--- src/spc_pkg.sv ---
// package: constants, types and structs for the segment privilege checker
package spc_pkg;

    // -------------------------------------------------------------------
    // privilege encoding
    // -------------------------------------------------------------------
    typedef logic [1:0] spc_priv_t;
    localparam spc_priv_t SPC_PRIV_MOST  = 2'h0;
    localparam spc_priv_t SPC_PRIV_LEAST = 2'h3;
    localparam spc_priv_t SPC_CPL_RESET  = 2'h0;
    localparam logic [15:0] SPC_V86_LIMIT = 16'hFFFF;

    // -------------------------------------------------------------------
    // register bus map (own choice of offsets)
    // -------------------------------------------------------------------
    localparam logic [3:0] SPC_OFS_MODE   = 4'h0;
    localparam logic [3:0] SPC_OFS_STATUS = 4'h1;
    localparam logic [3:0] SPC_OFS_FLAGS  = 4'h2;
    localparam logic [3:0] SPC_OFS_STK0   = 4'h4;
    localparam logic [3:0] SPC_OFS_SEL0   = 4'h8;
    localparam logic [3:0] SPC_OFS_MAPLO  = 4'hC;
    localparam logic [3:0] SPC_OFS_MAPHI  = 4'hD;
    localparam int SPC_MODE_PE_BIT  = 0;
    localparam int SPC_MODE_V86_BIT = 1;
    localparam int SPC_MODE_TSS32_BIT = 2;
    localparam int SPC_FLAGS_IO_PRIVILEGE_THRESHOLD_LSB = 12;
    localparam int SPC_FLAGS_NT_BIT   = 14;
    localparam logic [31:0] SPC_READ_UNMAPPED = 32'h0000_0000;

    // -------------------------------------------------------------------
    // I/O permission bitmap
    // -------------------------------------------------------------------
    localparam int SPC_IOMAP_AW = 10;
    localparam int SPC_IOMAP_WORDS = 1 << SPC_IOMAP_AW;

    // -------------------------------------------------------------------
    // operations, descriptor kinds, tables
    // -------------------------------------------------------------------
    typedef enum logic [3:0] {
        SPC_OP_NONE  = 4'h0,
        SPC_OP_DATA  = 4'h1,
        SPC_OP_JMP   = 4'h2,
        SPC_OP_CALL  = 4'h3,
        SPC_OP_RET   = 4'h4,
        SPC_OP_IRET  = 4'h5,
        SPC_OP_INTR  = 4'h6,
        SPC_OP_IO    = 4'h7,
        SPC_OP_IFMOD = 4'h8
    } spc_op_t;

    typedef enum logic [2:0] {
        SPC_DESC_DATA  = 3'h0,
        SPC_DESC_CODE  = 3'h1,
        SPC_DESC_CGATE = 3'h2,
        SPC_DESC_IGATE = 3'h3,
        SPC_DESC_TGATE = 3'h4,
        SPC_DESC_TSS   = 3'h5,
        SPC_DESC_OTHER = 3'h6
    } spc_desc_t;

    typedef enum logic [1:0] {
        SPC_TBL_GDT = 2'h0,
        SPC_TBL_LDT = 2'h1,
        SPC_TBL_IDT = 2'h2
    } spc_tbl_t;

    typedef enum logic [1:0] {
        SPC_ST_IDLE  = 2'h0,
        SPC_ST_IOMAP = 2'h1
    } spc_state_t;

    // -------------------------------------------------------------------
    // request and answer carriers
    // -------------------------------------------------------------------
    typedef struct packed {
        logic      valid;
        spc_op_t   op;
        spc_priv_t requested_privilege;
        spc_priv_t descriptor_privilege;
        spc_desc_t desc;
        spc_tbl_t  tbl;
        spc_priv_t tgt_dpl;
        logic [15:0] port;
    } spc_req_t;

    typedef struct packed {
        logic        done;
        logic        allow;
        logic        gp_fault;
        logic        stack_switch;
        logic [15:0] new_ss;
        logic [31:0] new_sp;
        logic        push_old_sp;
    } spc_rsp_t;

endpackage : spc_pkg

--- src/spc_stack_tbl.sv ---
// per-level stack selector and pointer table for levels 0 to 2
`timescale 1ns/10ps
module spc_stack_tbl (
    input  wire logic              clock,
    input  wire logic              rst_n,
    input  wire logic              ce,
    input  wire logic              we,
    input  wire logic [1:0]        wlvl,
    input  wire logic              wsel,
    input  wire logic [31:0]       wdata,
    input  wire spc_pkg::spc_priv_t rlvl,
    output logic      [15:0]       ss,
    output logic      [31:0]       sp
);
    import spc_pkg::*;

    typedef struct packed {
        logic [2:0][15:0] ss;
        logic [2:0][31:0] sp;
    } spc_stk_state_t;

    spc_stk_state_t s_q;
    spc_stk_state_t s_d;

    always_comb
    begin
        s_d = s_q;
        if (we && wlvl != 2'h3)
        begin
            if (wsel)
                s_d.ss[wlvl] = wdata[15:0];
            else
                s_d.sp[wlvl] = wdata;
        end
    end

    always_ff @(posedge clock or negedge rst_n)
    begin
        if (!rst_n)
            s_q <= '0;
        else if (ce)
            s_q <= s_d;
    end

    assign ss = (rlvl == 2'h3) ? 16'h0000 : s_q.ss[rlvl];
    assign sp = (rlvl == 2'h3) ? 32'h0000_0000 : s_q.sp[rlvl];
endmodule : spc_stack_tbl

--- config.mk ---
export PLATFORM = sky130hd
export DESIGN_NAME = spc_stack_tbl
export DESIGN_NICKNAME = d
export VERILOG_FILES = /design/src/spc_pkg.sv /design/src/spc_stack_tbl.sv
export SDC_FILE = /design/constraint.sdc
export NUM_CORES = 1
export LEC_CHECK = 0
export ABC_AREA = 1
export BUFFER_PORTS_ARGS = -buffer_cell sky130_fd_sc_hd__buf_2
export CAP_MARGIN = 30
export CORE_ASPECT_RATIO = 0.7
export CORE_MARGIN = 4
export CORE_UTILIZATION = 62
export DETAILED_ROUTE_END_ITERATION = 7
export PLACE_DENSITY = 0.85
export SLEW_MARGIN = 5
export SYNTH_ARGS = -nofsm -noshare
export SYNTH_HDL_FRONTEND = slang
export SYNTH_SLANG_ARGS = --single-unit
--- constraint.sdc ---
create_clock -name clock -period 1.5 [get_ports clock]
set_input_delay 0.15 -clock clock [delete_from_list [all_inputs] [get_ports clock]]
set_output_delay 0.15 -clock clock [all_outputs]
set_load 0.02 [all_outputs]
## Word-level counts from Yosys, hierarchy flattened

Index checks and enable logic that the tools add are counted.

| word-level totals | value |
|---|---|
| flip-flop bits (word level) | 144 |
| input bits | 41 |
| output and inout port bits | 48 |

| cells by class | value |
|---|---|
| magnitude comparators | 3 |
| eq/ne operators | 2 |
| mux-type cells | 12 |
| bitwise logic cells | 1 |
| reductions and logical operators | 4 |

Operators with widths:

| operator | number |
|---|---|
| $bwmux W96 | 1 |
| $mux W32 | 3 |
| $bmux W32 S2 | 1 |
| $demux W32 S2 | 1 |
| $bwmux W48 | 1 |
| $mux W16 | 3 |
| $bmux W16 S2 | 1 |
| $demux W16 S2 | 1 |
| $lt A2 B3 Y1 const B | 2 |
| $reduce_and A3 Y1 | 2 |
| $eq A2 B2 Y1 const B | 1 |
| $ge A2 B1 Y1 const B | 1 |
| $logic_and A1 B1 Y1 | 2 |
| $ne A2 B2 Y1 const B | 1 |
| $not A1 Y1 | 1 |

## Logic depth before layout (Yosys ltp)

Gate-level depths: netlist (run 1).

| depth | value |
|---|---|
| word-level depth | 5 |
| gate-level depth with buffers | 7 |
| depth with buffers taken out | 5 |

## Worst setup path after synthesis (run 1)

No wires, ideal clock.

| timing path | value |
|---|---|
| path kind | input-to-output |
| start point | input port rlvl[0] |
| end point | output port sp[5] |
| arrival time | 1,193 ps |
| path slack | 157 ps |
| stages on the path | 5 |
| buffers on the path | 2 |
| cells stage by stage | buf_2 inv_2 clkbuf_1 nor2_1 o21ai_0 |

| between the ends | value |
|---|---|
| word-level cells in the longest chain between the ends | 3 |
| elaborated cells between the ends (all ways) | 4 |
| classes of those cells | eq/ne (1); mux (3) |

RTL lines:

| item | line | RTL |
|---|---|---|
| start: declaration | spc_stack_tbl.sv:11 | `input wire spc_pkg::spc_priv_t rlvl,` |
| $bmux W32 S2 | spc_stack_tbl.sv:46 | `assign sp = (rlvl == 2'h3) ? 32'h0000_0000 : s_q.sp[rlvl];` |
| $mux W32 (not written as such) | spc_stack_tbl.sv:46 |  |
| $mux W32 (*) | spc_stack_tbl.sv:46 |  |
| end: declaration | spc_stack_tbl.sv:13 | `output logic [31:0] sp` |

Mark *: on every way between the ends. The rest lies on a longest branch, timed or not. The select of a mux whose other input is x is not followed.

## Worst setup path in the final report (run 1)

| timing path | value |
|---|---|
| start point | register s_q[106] (netlist bit) |
| end point | output port ss[10] |

| between the ends | value |
|---|---|
| word-level cells in the longest chain between the ends | 3 |

RTL lines:

| item | line | RTL |
|---|---|---|
| start: declaration | spc_stack_tbl.sv:22 | `spc_stk_state_t s_q;` |
| start signal: assignment | spc_stack_tbl.sv:40 | `s_q <= '0;` |
| start signal: assignment | spc_stack_tbl.sv:42 | `s_q <= s_d;` |
| $bmux W16 S2 | spc_stack_tbl.sv:45 | `assign ss = (rlvl == 2'h3) ? 16'h0000 : s_q.ss[rlvl];` |
| $mux W16 (not written as such) | spc_stack_tbl.sv:45 |  |
| $mux W16 | spc_stack_tbl.sv:45 |  |
| end: declaration | spc_stack_tbl.sv:12 | `output logic [15:0] ss,` |

No other way between the ends. The select of a mux whose other input is x is not followed.

==> results of run 1 <==
[per-layer routing]
layer  part of all wire  vias up  track usage  wire (um)
met5                  0        -            0          0
met1               0.38     3160       0.4289       7728
met2               0.46      521       0.5148       9259
met3               0.13       71       0.1044       2596
met4              0.029        0       0.1531        595
li1                   -     3004            -          -
[path summary, 6_finish.rpt]
kind                                   endpoint  cells past startpoint                 start
max                                      ss[10]                      3  s_q[106]$_DFFE_PN0P_
min                         s_q[27]$_DFFE_PN0P_                      3             wdata[27]
max reg2reg                s_q[106]$_DFFE_PN0P_                      3  s_q[106]$_DFFE_PN0P_
min reg2reg                 s_q[17]$_DFFE_PN0P_                      2   s_q[17]$_DFFE_PN0P_
max in group asynchronous   s_q[12]$_DFFE_PN0P_                      3                 rst_n
min in group asynchronous   s_q[88]$_DFFE_PN0P_                      2                 rst_n
[what timing repair did]
action / 4_1_cts / 5_1_grt
endpoints found under the hold margin: 140 / 0
gates resized for setup: 0 / 4
setup endpoints to repair: 0 / 3
hold buffers: 14 / 0
setup buffers: 0 / 1
[cells in the final DEF (no fill, tap or decap), types with 3 or more instances in the layout]
cell type	netlist	routed
nand2_1	291	291
dlygate4sd3_1	0	14
inv_6	0	7
buf_4	14	23
inv_1	4	4
nand4_1	6	6
clkbuf_16	0	17
dfrtp_1	144	144
nand3_1	192	192
buf_2	31	86
nor2_1	50	49
buf_12	0	10
o21ai_1	30	33
nor2_4	1	4
inv_2	3	3
o21ai_0	66	63
[worst max-delay path: cells and delay by family (launching register included)]
family	cells	cell delay, ns
AO/OA/AOI/OAI	2	0.35
buffers and inverters	1	0.21
flip-flops	1	0.35
[stage by stage]
step / total power [mW] / utilization / worst slack, ns / hold slack (ns) / cells
after detailed placement: 6.944 / 0.7071 / 0.1174 / 0.06814 / 1058
after CTS: 10.96 / 0.7728 / 0.02655 / 0.004077 / 1104
after floorplan: 6.178 / - / 0.1568 / -0.1456 / 858
final: 10.99 / 0.7737 / 0.01730 / 0.005649 / 1105
after global placement: 6.815 / 0.7071 / 0.1804 / 0.06440 / 1058
after global routing: 11.50 / 0.7737 / -0.01468 / 0.008041 / 1105
[logic make-up (layout without fill, tap and decap cells)]
| group | Yosys count | in the layout | synth area share |
|---|---|---|---|
| compound gates | 96 | 96 | 0.07098 |
| buf+inv | 74 | 173 | 0.05471 |
| flops | 144 | 144 | 0.5323 |
| simple gates | 544 | 544 | 0.3420 |
[report_power, final]
group / internal (mW) / switching [mW]
Clock: 2.17 / 1.82
Combinational: 0.680 / 1.26
Sequential: 4.62 / 0.441
Total: 7.47 / 3.52
[cell type report]
cell class	count	area (um^2)	share of cell area
Sequential cell	144	3603	0.4431
Timing Repair Buffer	134	954.7	0.1174
Multi-Input combinational cell	640	2813	0.3458
Clock buffer	18	429.2	0.05277
Clock inverter	14	121.4	0.01492
Inverter	7	26.28	0.003231
Tap cell	148	185.2	0.02277
==> impl_results.md, run 1 <==
- Outcome: finished clean
- Largest Register: s_q
- DR WL/cell: 18.26 um
- WS Path Type: reg -> out
- Total GRT Usage: 0.3304
- PD cells: 1352 nW/um^2
- Antenna diodes: 0
- Sequential fraction of the synthesis area: 0.5323
- Port Buffers: 88
- Post-layout min period: 1.483 ns
- TritonCTS clock tree: done
- # IOs: 89
- Die height: 95.42 um
- CP arrival: 1.33 ns
- Vias in the first global route: 6690
- Most used cell along the critical path: o21ai_1
- Core ar.: 10510 um^2
- Slowest CP cell: dfrtp_1
- First-pass DRT Iterations: 5
- Final Cell Area: 8133 um^2
- First-pass GRT wire length: 32.83 mm
- DRC: 0
- Synth Instances: 858
- Max Clock Freq: 0.6744 GHz
- Most area-consuming cells after synthesis: dfrtp_1, nand2_1, nand3_1, o21ai_0, nor2_1
- Top-count cell post-synth: nand2_1
- Endpoints failing hold: 0
- Pleak: 4.294 nW
- Net Count, Synth: 899
- Req. time, crit path: 1.35 ns
- Clk slew on worst S/H paths: 0.06 ns
- Peak supply drop: 0.9364 mV
- Worst clock skew: 0 ns
- Tcrit/Tclk final: 0.9885
- Hold Path Class: in -> reg
- Setup TNS: 0 ns
- Synth top area share: 0.5323
- Syn Area/Cell: 7.889 um^2
- Max Cap Viol: 0
- Worst Setup Start Kind: flip-flop
- Worst-Skew Late Latency: 0.42 ns
- Yosys cell types: 17
- Least-Margin Pin Slew: 0.3807 ns
- Width of the die: 132.9 um
- Rows: 31
- Worst stage delay on the critical path: 0.35 ns
- Synth cell count leaders: nand2_1, nand3_1, dfrtp_1, o21ai_0, nor2_1
- Layout area overhead: 20.15%
- Synth Register Bits: 144
- Crit-path cells: o21ai_1, o21ai_1, buf_4
- Layout cells sized above 1: 0.1672
- Final Wtd Congestion: 0.8461
- DRT iter0 DRCs: 994
- Grt total ovfl: 0
- Clock Tree Buf Depth: 2
- DR vias/cell: 6.114
- Crit end category: output pin
- Ys async rst share: 1.000
- CTS root buffer: clkbuf_16
- Clk sinks: 144
- Initial Utilization: 0.6440
- Total Routed Length: 20.18 mm
- CTS Buf Count: 17
- Largest net degree at the start of global routing: 60
- Initial antenna violation count: 0
- Dominant cell type by area after synthesis: dfrtp_1
- Placed cell area: 7432 um^2
- Pins Over Slew Limit: 0
- Top flop regs: s_q (144)
- Number of flip-flops in the largest register: 144
- H-tree depth: 4
- EDFF count, synth: 0
- Primary FF master, synth: dfrtp_1
- Setup violations, final: 0
- Worst relative slew slack: 0.7462
- Die area: 12680 um^2
- Fillers: 699
- Layout Nets: 985
- Yosys warning count: 0
- Final ANT Viol Nets: 0
- Reg2reg setup slack: 0.75 ns
- Via count: 6756
- Crit path max fanout: 2
- Cell area after synthesis: 6769 um^2
- DP HPWL: 12.31 mm
Power figures use the tool's default switching activity.
==> inputs of run 2 (changes only) <==
--- a/config.mk
+++ b/config.mk
@@ -6,9 +6,10 @@
 export NUM_CORES = 1
 export LEC_CHECK = 0
 export ABC_AREA = 1
+export ABC_CLOCK_PERIOD_IN_PS = 1500
 export BUFFER_PORTS_ARGS = -buffer_cell sky130_fd_sc_hd__buf_2
 export CAP_MARGIN = 30
-export CORE_ASPECT_RATIO = 0.7
+export CORE_ASPECT_RATIO = 1.1
 export CORE_MARGIN = 4
 export CORE_UTILIZATION = 62
 export DETAILED_ROUTE_END_ITERATION = 7
==> impl_results.md, run 2 (synthesis gave the netlist of run 1 again) <==
- Outcome: finished clean
- FF/Latch Area: 3603 um^2 (unchanged)
- Max Cap Viol: 0 (unchanged)
- # IOs: 89 (unchanged)
- Width of the die: 107.6 um (-19%)
- Area taken by multi-input logic gates: 2813 um^2 (unchanged)
- Crit path from: s_q[0]$_DFFE_PN0P_
- First-pass DRT Iterations: 5 (unchanged)
- Initial Utilization: 0.6422 (-0.001758)
- WS Path Type: reg -> out
- Largest net degree at the start of global routing: 97 (+62%)
- Core ar.: 10540 um^2 (+0.27%)
- Crit end category: output pin
- Endpoints failing hold: 0 (unchanged)
- Grt total ovfl: 0 (unchanged)
- Post-CTS Setup Bufs: 0 (unchanged)
- Rows: 39 (+26%)
- Pins Over Slew Limit: 0 (unchanged)
- Total Routed Length: 20.18 mm (about the same)
- Total GRT Usage: 0.3321 (+0.001735)
- Worst relative slew slack: 0.6804 (-0.06583)
- RSZ-0062 raised after global routing: no
- Port Buffers: 88 (unchanged)
- Max Clock Freq: 0.6744 GHz (about the same)
- Via count: 6765 (+0.13%)
- CTS Buf Count: 17 (unchanged)
- Hold Path Class: in -> reg
- Reg2reg end: s_q[61]$_DFFE_PN0P_
- First-pass GRT wire length: 33.38 mm (+1.7%)
- Most common cell after layout, fill and taps aside: nand2_1
- CP arrival: 1.33 ns (about the same)
- Req. time, crit path: 1.35 ns (about the same)
- Layout Nets: 976 (-0.91%)
- DR vias/cell: 6.212 (+1.6%)
- Clk sinks: 144 (unchanged)
- Die area: 12660 um^2 (-0.19%)
- Final ANT Viol Nets: 0 (unchanged)
- Commonest non-fill, non-tap cells in the layout: nand2_1, nand3_1, dfrtp_1
- Worst clock skew: 0 ns (unchanged)
- Post-layout min period: 1.483 ns (+0.0002082 ns)
- Worst-Skew Late Latency: 0.42 ns (about the same)
- Worst Setup Start Kind: flip-flop
- DR WL/cell: 18.53 um (+1.4%)
- Largest Register: s_q
- Hold Slack: 0.01103 ns (+0.005377 ns)
- H-tree depth: 4 (unchanged)
- Final Wtd Congestion: 0.8606 (+1.7%)
- DRC: 0 (unchanged)
- Crit path to: sp[0]
- Clk slew on worst S/H paths: 0.06 ns (about the same)
- Setup TNS: 0 ns (unchanged)
- Initial antenna violation count: 0 (unchanged)
- Crit path max fanout: 2 (unchanged)
- Die height: 117.6 um (+23%)
- Reg2reg setup slack: 0.80 ns (+0.05 ns)
- R2r startpoint: s_q[61]$_DFFE_PN0P_
- Setup violations, final: 0 (unchanged)
- Fillers: 739 (+5.7%)
- PD cells: 1370 nW/um^2 (+1.4%)
- Placed cell area: 7448 um^2 (+0.22%)
- Peak supply drop: 0.8796 mV (-6.1%)
- Vias in the first global route: 6852 (+2.4%)
- Clock Tree Buf Depth: 2 (unchanged)
- Number of flip-flops in the largest register: 144 (unchanged)
- Top flop regs: s_q (144)
- Layout area overhead: 20.57%
- DP HPWL: 11.68 mm (-5.2%)
- Pleak: 4.304 nW (+0.21%)
- Layout cells sized above 1: 0.1564 (-0.01074)
- DRT iter0 DRCs: 840 (-15%)
- TritonCTS clock tree: done
- CTS root buffer: clkbuf_16
- Tcrit/Tclk final: 0.9886 (about the same)
- R2r worst-path depth: 2 (-1)
- Antenna diodes: 0 (unchanged)
- Least-Margin Pin Slew: 0.4795 ns (+0.09875 ns)
- Final Cell Area: 8162 um^2 (+0.35%)
## run 2: changes by cell type in the layout (fill, tap and decap cells not counted), moves of 2 or more
cell,previous run,this run
clkbuf_1,1,3
bufinv_16,0,2
clkbuf_8,0,5
inv_8,2,0
inv_6,7,0
buf_4,23,8
clkinv_4,2,0
buf_12,10,16
## run 2: critical path: stages, from the launching register on
cell and delay, ns:
dfrtp_1 0.40, o21ai_0 0.24, o21ai_1 0.11, buf_2 0.17
## run 2: cell type report
class,count,area share
repair buffers,125,0.1173
well taps,143,0.02192
multi-input cells,640,0.3446
clock buffers,25,0.06193
inverters,7,0.003219
clock inverters,5,0.009505
flip-flops and latches,144,0.4415
## run 2: power by group
part	internal (mW)	total (mW)	switching (mW)
Combinational	0.677	1.93	1.25
Sequential	4.62	5.07	0.442
Clock	2.64	4.19	1.55
Total	7.95	11.2	3.24
## run 2: worst min path at each step
stage	slack (ns)	end	start	cells after the start
floorplan	-0.15	s_q[0]$_DFFE_PN0P_	rst_n	0
global placement	0.12	s_q[49]$_DFFE_PN0P_	rst_n	1
detailed placement	0.13	s_q[48]$_DFFE_PN0P_	rst_n	1
CTS	0.005	s_q[94]$_DFFE_PN0P_	wdata[30]	3
global route	0.03	s_q[94]$_DFFE_PN0P_	wdata[30]	3
finish	0.01	s_q[94]$_DFFE_PN0P_	wdata[30]	3
## run 2: per-layer routing
layer | global-route usage | part of all wire
met3 | 0.06912 | 0.095
met5 | 0 | 0
met2 | 0.5362 | 0.49
met4 | 0.1634 | 0.042
met1 | 0.4238 | 0.37
## run 2: per-stage QoR
stage          utilization  cells  setup WS [ns]  power [mW]
6_report            0.7743   1089        0.01710       11.18
4_1_cts             0.7743   1089        0.04393       11.16
3_3_place_gp        0.7067   1046         0.2171       6.822
2_1_floorplan            -    858         0.1568       6.178
3_5_place_dp        0.7067   1046         0.1580       6.949
5_1_grt             0.7743   1089       0.002528       11.67
## run 2: what timing repair did
action	in CTS	in global routing
endpoints found under the hold margin	64	0
hold buffers	13	0
setup endpoints to repair	0	2
gates resized for setup	0	2
